[src/dfp_pkg.sv]
package dfp_pkg;
  // ****************************************
  // Register map
  // ****************************************
  localparam logic [7:0] A_CMD = 8'h00;
  localparam logic [7:0] A_STAT = 8'h04;
  localparam logic [7:0] A_FEAT = 8'h08;
  localparam logic [7:0] A_TMR = 8'h0C;
  localparam int CMD_OP = 0;
  localparam int CMD_FEA = 8;
  localparam int CMD_COUNT = 16;
  localparam int ST_CLR_IRQ = 2;
  localparam int ST_SRST = 8;
  // ****************************************
  // Command codes
  // ****************************************
  localparam logic [7:0] C_SETF = 8'hEF;
  localparam logic [7:0] C_MAX = 8'hF9;
  localparam logic [7:0] C_MAXX = 8'h37;
  localparam logic [7:0] C_MULT = 8'hC6;
  localparam logic [7:0] C_SLEEP = 8'hE6;
  localparam logic [7:0] C_STBY = 8'hE2;
  localparam logic [7:0] C_SMART = 8'hB0;
  // Feature codes
  localparam logic [7:0] F_WC_ON = 8'h02;
  localparam logic [7:0] F_XFER = 8'h03;
  localparam logic [7:0] F_PUIS_ON = 8'h06;
  localparam logic [7:0] F_SPINUP = 8'h07;
  localparam logic [7:0] F_LNK_ON = 8'h10;
  localparam logic [7:0] F_AAM_ON = 8'h42;
  localparam logic [7:0] F_RLA_OFF = 8'h55;
  localparam logic [7:0] F_WC_OFF = 8'h82;
  localparam logic [7:0] F_PUIS_OFF = 8'h86;
  localparam logic [7:0] F_LNK_OFF = 8'h90;
  localparam logic [7:0] F_RLA_ON = 8'hAA;
  localparam logic [7:0] F_AAM_OFF = 8'hC2;
  // Transfer types, bits 7:3
  localparam logic [4:0] X_PIO = 5'h00;
  localparam logic [4:0] X_PIOFC = 5'h01;
  localparam logic [4:0] X_MDMA = 5'h04;
  localparam logic [4:0] X_UDMA = 5'h08;
  // SMART subcommands
  localparam logic [7:0] S_RDATA = 8'hD0;
  localparam logic [7:0] S_ASAVE = 8'hD2;
  localparam logic [7:0] S_OFFL = 8'hD4;
  localparam logic [7:0] S_RLOG = 8'hD5;
  localparam logic [7:0] S_WLOG = 8'hD6;
  localparam logic [7:0] S_ENA = 8'hD8;
  localparam logic [7:0] S_DIS = 8'hD9;
  localparam logic [7:0] S_STAT = 8'hDA;
  localparam logic [7:0] S_AS_ON = 8'hF1;
  // ****************************************
  // Timing and resets
  // ****************************************
  localparam int CLK_NS = 4;
  localparam int SPIN_DOWN_NS = 1000;
  localparam int SPIN_DOWN_CYC = (SPIN_DOWN_NS + CLK_NS - 1) / CLK_NS;
  localparam int STBY_UNIT_NS = 5000000;
  localparam int STBY_UNIT_CYC = STBY_UNIT_NS / CLK_NS;
  localparam logic [7:0] RST_XFER = 8'h00;
  localparam logic [4:0] RST_MULT = 5'h00;
  typedef enum logic [1:0] {
    DFP_IDLE = 2'b00,
    DFP_EXEC = 2'b01,
    DFP_SPIN = 2'b10,
    DFP_SLEEP = 2'b11
  } dfp_state_t;
endpackage : dfp_pkg

[src/dfp_cmd.sv]
`timescale 1ns/1ns
// Operation
// - Set features checks feature, clears busy, interrupts
// - Bad feature code aborts, nothing applied
// - 55h look-ahead off, AAh on
// - 06h/86h standby power-up, 07h spin up
// - 10h/90h link feature by sector count
// - 42h/C2h acoustic; obsolete, vendor codes abort
// - Sector count: type bits 7:3, mode 2:0
// - Decode PIO, PIO flow, multiword, ultra types
// - Ultra DMA setting leaves link rate alone
// - Max-address subcommands 1-4; others abort
// - Set multiple accepts 2,4,8,16, enables them
// - Bad block count aborts, disables multiple
// - Hard reset disables multiple; soft keeps it
// - Sleep spins down, then busy clear, interrupt
// - Only a software or hard reset leaves sleep
// - Sleep while stopped skips spin-down
// - Standby clears busy, interrupts at once
// - Non-zero count arms standby timer
// - SMART dispatches on feature value
// - SMART disable stops all, state persistent
// - SMART off: all but enable abort
// - Auto-save: 0 off, F1h on
module dfp_cmd
#(
  parameter int STBY_UNIT = dfp_pkg::STBY_UNIT_CYC
)
(
  input  wire logic        clk,
  input  wire logic        rst,
  input  wire logic        psel,
  input  wire logic        penable,
  input  wire logic        pwrite,
  input  wire logic [7:0]  paddr,
  input  wire logic [31:0] pwdata,
  output logic             pready,
  output logic [31:0]      prdata,
  output logic             pslverr,
  input  wire logic        nv_smart_in,
  input  wire logic        nv_asave_in,
  output logic             nv_smart,
  output logic             nv_asave,
  output logic             busy_flag,
  output logic             host_interrupt_request,
  output logic             pio_flow_ready,
  output logic             link_active
);
  import dfp_pkg::*;

  // ****************************************
  // State
  // ****************************************
  typedef struct packed {
    dfp_state_t  fsm;
    logic        pready;
    logic [31:0] prdata;
    logic        pslverr;
    logic        loaded;
    logic [7:0]  op;
    logic [7:0]  fea;
    logic [7:0]  sc;
    logic        busy;
    logic        irq;
    logic        err;
    logic        wcache;
    logic        rla;
    logic        puis;
    logic        aam;
    logic [2:0]  lnk;
    logic [7:0]  xfer;
    logic [4:0]  mult;
    logic        mult_en;
    logic        spinning;
    logic        standby;
    logic        tmr_en;
    logic [7:0]  tmr_sc;
    logic [31:0] cnt;
    logic        hpa_frz;
    logic        smart;
    logic        asave;
    logic        flow_rdy;
    logic        awake;
  } dfp_reg_t;

  dfp_reg_t r;
  dfp_reg_t next_r;
  logic     acc;
  logic     bad;

  assign acc = psel & penable & r.pready;

  // ****************************************
  // Next state
  // ****************************************
  // Commands are accepted only when idle; a busy device ignores new ones
  always_comb
  begin
    next_r = r;
    bad = 1'b0;
    next_r.pready = psel & penable & ~r.pready;
    next_r.pslverr = 1'b0;
    // Non-volatile SMART state is caught once after reset release
    if (!r.loaded)
    begin
      next_r.loaded = 1'b1;
      next_r.smart = nv_smart_in;
      next_r.asave = nv_asave_in;
    end
    // Read data staged during the wait cycle
    case (paddr)
      A_CMD: next_r.prdata = {8'h00, r.sc, r.fea, r.op};
      A_STAT: next_r.prdata = {26'h000_0000, r.spinning, r.standby,
                               r.fsm == DFP_SLEEP, r.irq, r.err, r.busy};
      A_FEAT: next_r.prdata = {r.xfer, 9'h000, r.mult, r.asave, r.smart,
                               r.mult_en, r.lnk, r.aam, r.puis, r.rla, r.wcache};
      A_TMR: next_r.prdata = {r.tmr_en, 7'h00, r.tmr_sc, 16'h0000};
      default:
      begin
        next_r.prdata = 32'h0000_0000;
        next_r.pslverr = psel & penable & ~r.pready;
      end
    endcase
    // Standby timer counts idle time, then spins the drive down
    if (r.tmr_en && !r.standby && r.fsm == DFP_IDLE)
    begin
      if (r.cnt == 32'h0000_0000)
      begin
        next_r.standby = 1'b1;
        next_r.spinning = 1'b0;
      end
      else
      begin
        next_r.cnt = r.cnt - 32'h0000_0001;
      end
    end
    case (r.fsm)
      DFP_IDLE:
      begin
        if (acc && pwrite && paddr == A_CMD)
        begin
          next_r.op = pwdata[CMD_OP +: 8];
          next_r.fea = pwdata[CMD_FEA +: 8];
          next_r.sc = pwdata[CMD_COUNT +: 8];
          next_r.busy = 1'b1;
          next_r.irq = 1'b0;
          next_r.err = 1'b0;
          next_r.fsm = DFP_EXEC;
        end
      end
      DFP_EXEC:
      begin
        next_r.busy = 1'b0;
        next_r.irq = 1'b1;
        next_r.fsm = DFP_IDLE;
        if (r.tmr_en)
        begin
          next_r.cnt = 32'(r.tmr_sc) * 32'(STBY_UNIT);
        end
        case (r.op)
          C_SETF:
          begin
            case (r.fea)
              F_WC_ON: next_r.wcache = 1'b1;
              F_WC_OFF: next_r.wcache = 1'b0;
              F_RLA_OFF: next_r.rla = 1'b0;
              F_RLA_ON: next_r.rla = 1'b1;
              F_PUIS_ON: next_r.puis = 1'b1;
              F_PUIS_OFF: next_r.puis = 1'b0;
              F_SPINUP:
              begin
                next_r.spinning = 1'b1;
                next_r.standby = 1'b0;
              end
              F_AAM_ON: next_r.aam = 1'b1;
              F_AAM_OFF: next_r.aam = 1'b0;
              F_LNK_ON, F_LNK_OFF:
              begin
                case (r.sc)
                  8'h02: next_r.lnk[0] = (r.fea == F_LNK_ON);
                  8'h03: next_r.lnk[1] = (r.fea == F_LNK_ON);
                  8'h06: next_r.lnk[2] = (r.fea == F_LNK_ON);
                  default: bad = 1'b1;
                endcase
              end
              F_XFER:
              begin
                // Only the mode byte is kept; the link rate is not touched
                case (r.sc[7:3])
                  X_PIO: bad = r.sc[2:1] != 2'b00;
                  X_PIOFC, X_MDMA, X_UDMA: bad = 1'b0;
                  default: bad = 1'b1;
                endcase
                if (!bad)
                begin
                  next_r.xfer = r.sc;
                end
              end
              // Obsolete and vendor codes are unsupported here
              default: bad = 1'b1;
            endcase
          end
          C_MAX, C_MAXX:
          begin
            case (r.fea)
              8'h01, 8'h02, 8'h03: bad = r.hpa_frz;
              8'h04: next_r.hpa_frz = 1'b1;
              default: bad = 1'b1;
            endcase
          end
          C_MULT:
          begin
            case (r.sc)
              8'h02, 8'h04, 8'h08, 8'h10:
              begin
                next_r.mult = r.sc[4:0];
                next_r.mult_en = 1'b1;
              end
              default:
              begin
                bad = 1'b1;
                next_r.mult_en = 1'b0;
              end
            endcase
          end
          C_SLEEP:
          begin
            next_r.standby = 1'b0;
            if (r.spinning)
            begin
              // Busy holds until the spindle has stopped
              next_r.busy = 1'b1;
              next_r.irq = 1'b0;
              next_r.cnt = 32'(SPIN_DOWN_CYC);
              next_r.fsm = DFP_SPIN;
            end
            else
            begin
              next_r.fsm = DFP_SLEEP;
            end
          end
          C_STBY:
          begin
            // Interrupt is given in the same cycle the spindle is marked stopped
            next_r.standby = 1'b1;
            next_r.spinning = 1'b0;
            next_r.tmr_en = r.sc != 8'h00;
            next_r.tmr_sc = r.sc;
            next_r.cnt = 32'(r.sc) * 32'(STBY_UNIT);
          end
          C_SMART:
          begin
            if (!r.smart && r.fea != S_ENA)
            begin
              bad = 1'b1;
            end
            else
            begin
              case (r.fea)
                S_ENA: next_r.smart = 1'b1;
                S_DIS: next_r.smart = 1'b0;
                S_ASAVE:
                begin
                  if (r.sc == 8'h00)
                  begin
                    next_r.asave = 1'b0;
                  end
                  else if (r.sc == S_AS_ON)
                  begin
                    next_r.asave = 1'b1;
                  end
                end
                S_RDATA, S_OFFL, S_RLOG, S_WLOG, S_STAT: bad = 1'b0;
                default: bad = 1'b1;
              endcase
            end
          end
          default: bad = 1'b1;
        endcase
        if (bad)
        begin
          next_r.err = 1'b1;
        end
      end
      DFP_SPIN:
      begin
        next_r.cnt = r.cnt - 32'h0000_0001;
        if (r.cnt == 32'h0000_0001)
        begin
          next_r.spinning = 1'b0;
          next_r.busy = 1'b0;
          next_r.irq = 1'b1;
          next_r.fsm = DFP_SLEEP;
        end
      end
      // Interface inactive; command writes are dropped
      DFP_SLEEP: next_r.fsm = DFP_SLEEP;
      default: next_r.fsm = DFP_IDLE;
    endcase
    // Host acknowledges the interrupt
    if (acc && pwrite && paddr == A_STAT && pwdata[ST_CLR_IRQ] && r.fsm != DFP_EXEC)
    begin
      next_r.irq = next_r.irq & (r.fsm == DFP_SPIN && r.cnt == 32'h0000_0001);
    end
    // Software reset keeps features and the multiple setting
    if (acc && pwrite && paddr == A_STAT && pwdata[ST_SRST])
    begin
      next_r.fsm = DFP_IDLE;
      next_r.busy = 1'b0;
      next_r.irq = 1'b0;
      next_r.err = 1'b0;
    end
    // Pin levels registered so no output comes from a gate
    next_r.flow_rdy = next_r.xfer != 8'h01;
    next_r.awake = next_r.fsm != DFP_SLEEP;
  end

  // ****************************************
  // Registers
  // ****************************************
  // Hard reset: multiple off, never in sleep
  always_ff @(posedge clk or posedge rst)
  begin
    if (rst)
    begin
      r <= '0;
      r.fsm <= DFP_IDLE;
      r.rla <= 1'b1;
      r.spinning <= 1'b1;
      r.xfer <= RST_XFER;
      r.mult <= RST_MULT;
      r.flow_rdy <= 1'b1;
      r.awake <= 1'b1;
    end
    else
    begin
      r <= next_r;
    end
  end

  assign pready = r.pready;
  assign prdata = r.prdata;
  assign pslverr = r.pslverr;
  assign nv_smart = r.smart;
  assign nv_asave = r.asave;
  assign busy_flag = r.busy;
  assign host_interrupt_request = r.irq;
  assign pio_flow_ready = r.flow_rdy;
  assign link_active = r.awake;
endmodule : dfp_cmd

[config.mk]
export PLATFORM = sky130hd
export DESIGN_NAME = dfp_cmd
export DESIGN_NICKNAME = d
export VERILOG_FILES = /design/src/dfp_pkg.sv /design/src/dfp_cmd.sv
export SDC_FILE = /design/constraint.sdc
export NUM_CORES = 1
export LEC_CHECK = 0
export BUFFER_PORTS_ARGS = -buffer_cell sky130_fd_sc_hd__buf_2
export CORE_MARGIN = 3
export CORE_UTILIZATION = 33
export CTS_CLUSTER_SIZE = 28
export DETAILED_ROUTE_END_ITERATION = 7
export GPL_ROUTABILITY_DRIVEN = 0
export GPL_TIMING_DRIVEN = 0
export SLEW_MARGIN = 15
export SYNTH_ARGS = -nofsm -noshare
export SYNTH_HDL_FRONTEND = slang
export SYNTH_SLANG_ARGS = --single-unit
export TNS_END_PERCENT = 100
[constraint.sdc]
create_clock -name clk -period 11.45 [get_ports clk]
set_input_delay 1.7175 -clock clk [delete_from_list [all_inputs] [get_ports clk]]
set_output_delay 1.7175 -clock clk [all_outputs]
set_load 0.02 [all_outputs]
-- After elaboration in Yosys (flattened, before gate mapping)
Index checks and enable logic that the tools add are counted.
- register bits: 133
- bits of input ports: 47
- output and inout bits: 40
- eq/ne operators: 53
- $mul: 2
- bitwise logic cells: 5
- add/subtract/negate cells: 1
- muxes and demuxes: 63
- reductions and logical operators: 49
- operator list (cell ; count):
    $eq 8x8->1 const B ; 20
    $mux 32 ; 4
    $pmux 32 s2 ; 2
    $pmux 32 s4 ; 1
    $mul 8x17->25 const B ; 2
    $eq 8x3->1 const B ; 6
    $eq 32x1->1 const B ; 1
    $eq 8x2->1 const B ; 4
    $logic_not 32->1 ; 1
    $sub 32x1->32 const B ; 1
    $mux 2 ; 14
    $eq 8x4->1 const B ; 3
    $mux 8 ; 3
    $reduce_and 3->1 ; 8
    $pmux 1 s2 ; 10
    $mux 1 ; 17
    $eq 8x5->1 const B ; 2
    $eq 8x7->1 const B ; 2
    $logic_not 8->1 ; 2
    $mux 14 ; 1
    $reduce_and 4->1 ; 3
    $logic_and 1x1->1 ; 10
    $mux 10 ; 1
    $reduce_bool 2->1 ; 5
    36 further kinds ; 50

-- Longest topological paths before layout
Gate-level depths: netlist of the first run.
- depth in word-level cells: 12
- gate-level depth with buffers: 16
- depth with buffers taken out: 16

-- Least setup slack after synthesis of the first run
No wires, ideal clock.
- kind: register to register
- start point: reg r[43] (netlist bit)
- end point: reg r[27] (netlist bit)
- data required time: 11.363 ns
- stages on the path, launching flop included: 16
- arrival time: 4.639 ns
- clock period less this slack: 4.725 ns
- setup slack: 6.725 ns
- cells stage by stage: dfrtp_1 -> inv_1 -> ha_1 -> inv_1 -> fa_1 -> fa_1 -> fa_1 -> ha_1 -> and3_1 -> a221oi_1 -> a21oi_1 -> a221oi_1 -> o21ai_0 -> or4b_2 -> o211a_1 -> o211ai_1
- RTL lines (what ; line ; RTL):
    start: declaration ; dfp_cmd.sv:86 ; dfp_reg_t r;
    start signal: assignment ; dfp_cmd.sv:337 ; r <= next_r;

==> results of run 1 <==
cell usage after synthesis (all sizes together) (7+ instances only):
master  instances  share of area, %
ha            160                17
dfrtp         129                28
inv           101               3.3
nand2         100               3.3
nor2           85               2.8
o21ai          84               3.7
a21oi          65               2.8
buf            42               2.9
fa             38               6.6
mux2           33               3.2
clkbuf         28              0.92
xnor2          28               2.1
nor3           26               1.1
nor4           22               1.3
nand3          21              0.91
a22o           17               1.3
or3            16              0.89
xor2           15               1.1
a21o           14              0.91
mux2i          13               1.1
nand4          12              0.65
nor2b          12              0.65
and2           11              0.60
a31oi          10              0.67
and3           10              0.55
or4             9              0.68
nand2b          8              0.43
o211ai          8              0.52
a211oi          7              0.45
o221ai          7              0.53
power groups by stage:
stage / Combinational, uW / Sequential [uW] / Clock (uW)
floorplan: 565 / 578 / 0
global placement: 758 / 587 / 0
detailed placement: 768 / 587 / 0
CTS: 770 / 580 / 565
global route: 860 / 591 / 589
finish: 792 / 583 / 558
worst max-delay path, cell delays in order, from the launching register on:
cell and delay (ns):
dfrtp_1 0.69, ha_1 0.38, xor2_1 0.16, ha_1 0.18, a21o_1 0.17, fa_1 0.53
fa_1 0.41, ha_1 0.34, and3_1 0.16, a221oi_1 0.41, a21oi_1 0.22, a221oi_1 0.47
o21ai_0 0.33, or4b_2 0.66, o211a_1 0.16, o211ai_1 0.16
cell type report:
cell class                      count  area share [%]
Multi-Input combinational cell    930            55.9
Sequential cell                   133            25.3
Tap cell                          448            4.26
Buffer                             72            3.81
Clock buffer                       20            3.47
Timing Repair Buffer               79            3.18
Inverter                          101            2.94
Clock inverter                     12            1.10
routing by layer:
metal	share of wire, %	track usage (%)
met5	0	0
met2	47	28.6
met4	2.5	5.54
met3	5.4	2.57
met1	46	24.0
flip-flops by register name, summed over array words and instances, names as in the netlist, named ones only:
signal / cells
busy_flag: 1
host_interrupt_request: 1
link_active: 1
nv_asave: 1
nv_smart: 1
pio_flow_ready: 1
prdata: 32
pready: 1
pslverr: 1
r: 90
cells by family after synthesis:
kind of cell,Yosys count
and+or+nand+nor,351
AOI/OAI and AO/OA,291
adders and majority gates,198
buffers and inverters,173
DFF,133
muxes,46
xor gates and xnor gates,43
other,1
metrics by stage:
step	worst slack [ns]	std cells	util, %	area [sq um]	total power (uW)
3_3_place_gp	4.48	1762	36.8	12500	1350
6_report	5.92	1795	38.7	13200	1930
4_1_cts	5.94	1795	38.7	13200	1910
5_1_grt	5.64	1795	38.7	13200	2040
2_1_floorplan	6.18	1236	-	11600	1140
3_5_place_dp	5.96	1763	36.9	12600	1360
worst paths after layout:
check / endpoint / slack [ns] / depth (start not counted)
max reg2reg: r[27]$_DFF_PP0_ / 5.92 / 15
max in group asynchronous: link_active$_DFF_PP1_ / 9.42 / 3
min in group asynchronous: prdata[7]$_DFF_PP0_ / 1.30 / 2
min reg2reg: prdata[26]$_DFF_PP0_ / 0.48 / 1
max: r[27]$_DFF_PP0_ / 5.92 / 15
min: prdata[26]$_DFF_PP0_ / 0.48 / 1
==> results.py, run 1 <==
metrics = {
    "layout": {
        "areaGrowthSynthToFinish_pct": 13.8,
        "final_common_cell": "ha_1",
        "fillCellCount": 3442,
        "seq_area_sq_mm": 0.00333,
        "drive_above_1_share_pct": 16.3,
        "num_antenna_cells": 0,
        "fin_nets": 1579,
        "final_cell_mix": "ha_1 (160), dfrtp_1 (129), inv_1 (100)",
        "multi_input_area_sq_mm": 0.00736,
    },
    "clock_tree": {
        "post-cts-setup-buffers": 0,
        "cts_buffer_depth": 2,
        "post_cts.resized_instances": 0,
        "root_buffer": "clkbuf_16",
        "cts_tree": "built",
        "cts_hold_buf": 0,
        "cts-htree-levels": 4,
        "clock_latency_ns": 0.43,
        "clk_pin_slew_worst_paths_ns": 0.06,
        "cts_inserted_buffers": 17,
        "clkSinkCount": 133,
    },
    "global_routing": {
        "grt_first_pass_wirelength_mm": 51.5,
        "antenna_found_initial": 0,
        "grt_max_degree": 75,
        "gr-total-overflow": 0,
        "grt_pass1_vias": 9594,
        "track_usage_pct": 17.5,
    },
    "worst_setup_path": {
        "endpoint_kind": "flop",
        "worst_ep_required_time_ns": 11.79,
        "crit_arrival_ns": 5.87,
        "cp_max_fo": 9,
        "worstSetupStartpoint": "r[42]$_DFFE_PP0P_",
        "worstReg2RegStart": "r[42]$_DFFE_PP0P_",
        "start_kind": "flop",
        "worstSetupPathType": "flop to flop",
    },
    "detailed_routing": {
        "vias_per_cell": 5.45,
        "vias": 9774,
        "totalWireLength_mm": 32.1,
        "drt_first_pass_iters": 5,
        "remaining_drc_errors": 0,
        "routedWlPerCell_microns": 17.9,
        "dr.first_iter.drc_count": 805,
        "ant_nets": 0,
    },
    "power_and_ir_drop": {
        "p_leak_uw": 0.00671,
        "irDropWorstVdd_mv": 0.106,
        "clock_power_share_pct": 28.9,
        "p_sw_uw": 792,
        "p_int_uw": 1140,
        "p_per_area_mw_per_mm2": 147,
        "pwr-share-seq_pct": 30.2,
        "comb_power_share_pct": 41.0,
        "swShare_pct": 41.0,
    },
    "worst_hold_path": {
        "min_from": "r[56]$_DFF_PP0_",
        "hold_path.class": "flop to flop",
    },
    "timing": {
        "maxSlewViolCount": 0,
        "max_freq_mhz": 181,
        "hold_slack_ns": 0.476,
        "finalClockSkew_ns": 0.0101,
        "setup_viol": 0,
        "rsz0062_at_grt": "false",
        "timing.slew.headroom_pct": 39.5,
        "period_share_pct": 48.3,
        "tightest_slew_ns": 0.899,
        "finalCriticalPeriod_ns": 5.53,
        "hold_violations": 0,
        "tns_ns": 0,
    },
    "die": {
        "die_w_microns": 193,
        "rows": 67,
        "initial_core_util_pct": 34.0,
        "dieArea_sq_mm": 0.0373,
        "die_y_microns": 193,
        "ios": 87,
        "core-area_sq_mm": 0.0340,
    },
    "synthesis": {
        "ys_seq_elements": 133,
        "mappedNetlistArea_sq_mm": 0.0116,
        "synth_top_family_by_area": "adder cells",
        "synth-simple-area-share_pct": 15.1,
        "synthAdderAreaFrac_pct": 23.9,
        "synth.distinct_cells": 80,
        "synth-async-reset-ratio_pct": 100,
        "synth-xor-area-share_pct": 3.26,
        "synth_mux_area_share_pct": 4.34,
        "synth_compound_area_share_pct": 16.9,
        "postSynthNetCount": 1481,
        "synth-edff-count": 0,
        "yosysSeqAreaShare_pct": 28.8,
        "synth.avg_cell_area_sq_um": 9.35,
        "ys.flop_type": "dfrtp_1",
        "yosysWarnings": 0,
        "syn_inst": 1236,
    },
    "place": {
        "io_buffers": 78,
        "hpwl_mm": 25.2,
    },
    "run_status": {
        "outcome": "finished, final reports clean",
    },
    "job": {
        "maxCapViolCount": 0,
    },
}
Note: power is estimated with default switching activity, not from simulation.
==> inputs of run 2 (changes only) <==
clock period = 5.31 ns   (was 11.45 ns; I/O delays follow)
==> run 2 against run 1 <==
  * Worst hold slack got worse by 0.090 ns
  * Critical path depth unchanged
  * Global-route usage about the same
  * Largest cell class unchanged
==> results.py, run 2 (same netlist as run 1, synthesis figures left out) <==
metrics = {
    "run_status": {
        "outcome": "finished, final reports clean",
    },
    "power_and_ir_drop": {
        "comb_power_share_pct": 40.8,
        "irDropWorstVdd_mv": 0.231,
        "p_sw_uw": 1700,
        "p_int_uw": 2460,
        "p_leak_uw": 0.00670,
        "pwr-share-seq_pct": 30.2,
        "p_per_area_mw_per_mm2": 316,
        "clock_power_share_pct": 29.0,
        "swShare_pct": 40.9,
    },
    "timing": {
        "timing.slew.headroom_pct": 38.2,
        "setup_viol": 0,
        "hold_violations": 0,
        "max_freq_mhz": 199,
        "fin_ws_ns": 0.274,
        "finalCriticalPeriod_ns": 5.04,
        "finalClockSkew_ns": 0.00919,
        "maxSlewViolCount": 0,
        "tightest_slew_ns": 0.919,
        "period_share_pct": 94.8,
        "hold_slack_ns": 0.386,
        "rsz0062_at_grt": "false",
    },
    "detailed_routing": {
        "totalWireLength_mm": 32.2,
        "routedWlPerCell_microns": 17.9,
        "dr.first_iter.drc_count": 811,
        "vias": 9793,
        "remaining_drc_errors": 0,
        "drt_first_pass_iters": 6,
        "vias_per_cell": 5.46,
        "ant_nets": 0,
    },
    "place": {
        "place_ws_ns": -0.178,
        "io_buffers": 78,
        "hpwl_mm": 25.2,
        "placed_area_sq_mm": 0.0126,
    },
    "clock_tree": {
        "cts_tree": "built",
        "cts_inserted_buffers": 17,
        "root_buffer": "clkbuf_16",
        "clkSinkCount": 133,
        "clock_latency_ns": 0.43,
        "cts_buffer_depth": 2,
        "clk_pin_slew_worst_paths_ns": 0.06,
        "post-cts-setup-buffers": 0,
        "cts-htree-levels": 4,
    },
    "die": {
        "die_w_microns": 193,
        "ios": 87,
        "core-area_sq_mm": 0.0340,
        "die_y_microns": 193,
        "rows": 67,
        "dieArea_sq_mm": 0.0373,
        "initial_core_util_pct": 34.0,
    },
    "worst_setup_path": {
        "start_kind": "flop",
        "crit_arrival_ns": 5.38,
        "endpoint_kind": "flop",
        "critPathSlowestCell": "or4b_2",
        "cpPeakStageDelay_ns": 0.63,
        "cp_max_fo": 9,
        "crit_path_cell_trace": "ha_1 -> xor2_1 -> ha_1 -> a21o_1 -> fa_1 -> fa_1 -> ha_1 -> and3_1 -> a221oi_2 -> a21oi_1 -> a221oi_2 -> o21ai_1 -> or4b_2 -> o211a_1 -> o211ai_1",
        "cp_common_cell": "ha_1",
        "worst_ep_required_time_ns": 5.66,
        "worstSetupPathType": "flop to flop",
        "worst-r2r-cell-count": 15,
    },
    "layout": {
        "final_common_cell": "ha_1",
        "fin_area_sq_mm": 0.0132,
        "largest_reg_flops": 90,
        "fin_nets": 1579,
        "areaGrowthSynthToFinish_pct": 14.0,
        "layout.core_utilization_pct": 38.7,
        "num_antenna_cells": 0,
        "final_cell_mix": "ha_1 (160), dfrtp_1 (122), inv_1 (100)",
        "drive_above_1_share_pct": 16.9,
        "top_register": "r",
    },
    "global_routing": {
        "grt_first_pass_wirelength_mm": 51.5,
        "gr-total-overflow": 0,
        "grt_max_degree": 75,
        "track_usage_pct": 17.5,
        "grt_pass1_vias": 9595,
        "antenna_found_initial": 0,
    },
    "worst_hold_path": {
        "hold_path.class": "input port to asynchronous set/reset pin",
    },
    "job": {
        "maxCapViolCount": 0,
    },
}
[run 2: stage by stage]
step	setup TNS (ns)	power (uW)	std cells
after CTS	0	4130	1795
after global routing	0	4400	1795
after detailed placement	-0.178	2920	1763
after floorplan	0	2470	1236
final	0	4160	1795
after global placement	-93.75	2900	1762
[run 2: what timing repair did]
action                     in CTS  in global routing
setup endpoints to repair       1                  7
hold endpoints to repair        0                  0
hold buffers                    0                  0
resized for setup               5                  6
[run 2: cell type report]
type,instances,area [sq um]
plain buffers,72,502
clock inverters,12,145
repair buffers,79,418
fillers,3443,20900
inverters,101,387
well taps,448,561
flip-flops and latches,133,3340
clock buffers,20,457
multi-input cells,930,7370
[run 2: power groups by stage]
stage / Combinational (uW) / Sequential [uW] / Clock, uW
final: 1700 / 1260 / 1210
after detailed placement: 1660 / 1270 / 0
after CTS: 1660 / 1250 / 1220
after floorplan: 1220 / 1250 / 0
after global routing: 1860 / 1270 / 1270
after global placement: 1630 / 1270 / 0
[run 2: critical path, delay by kind of cell, from the launching register on]
family                   cells  cell delay (ns)
adder cells (fa/ha/maj)      5             1.87
AO/OA/AOI/OAI                7             1.58
AND/OR/NAND/NOR              2             0.81
flip-flops                   1             0.52
XOR/XNOR                     1             0.16
[run 2: final timing paths]
| check | from | endpoint | slack [ns] |
|---|---|---|---|
| max | r[42]$_DFFE_PP0P_ | r[27]$_DFF_PP0_ | 0.27 |
| min | rst | prdata[7]$_DFF_PP0_ | 0.39 |
| max reg2reg | r[42]$_DFFE_PP0P_ | r[27]$_DFF_PP0_ | 0.27 |
| min reg2reg | r[56]$_DFF_PP0_ | prdata[26]$_DFF_PP0_ | 0.48 |
| max in group asynchronous | rst | r[43]$_DFFE_PP0P_ | 4.18 |
| min in group clk | r[56]$_DFF_PP0_ | prdata[26]$_DFF_PP0_ | 0.48 |
[run 2: metal layers]
layer / routed length, microns / global-route usage, % / vias to the layer above
li1: - / - / 4603
met1: 14500 / 24.0 / 4805
met2: 15000 / 28.6 / 336
met3: 1850 / 2.57 / 49
met4: 783 / 5.54 / 0
met5: 0 / 0 / -
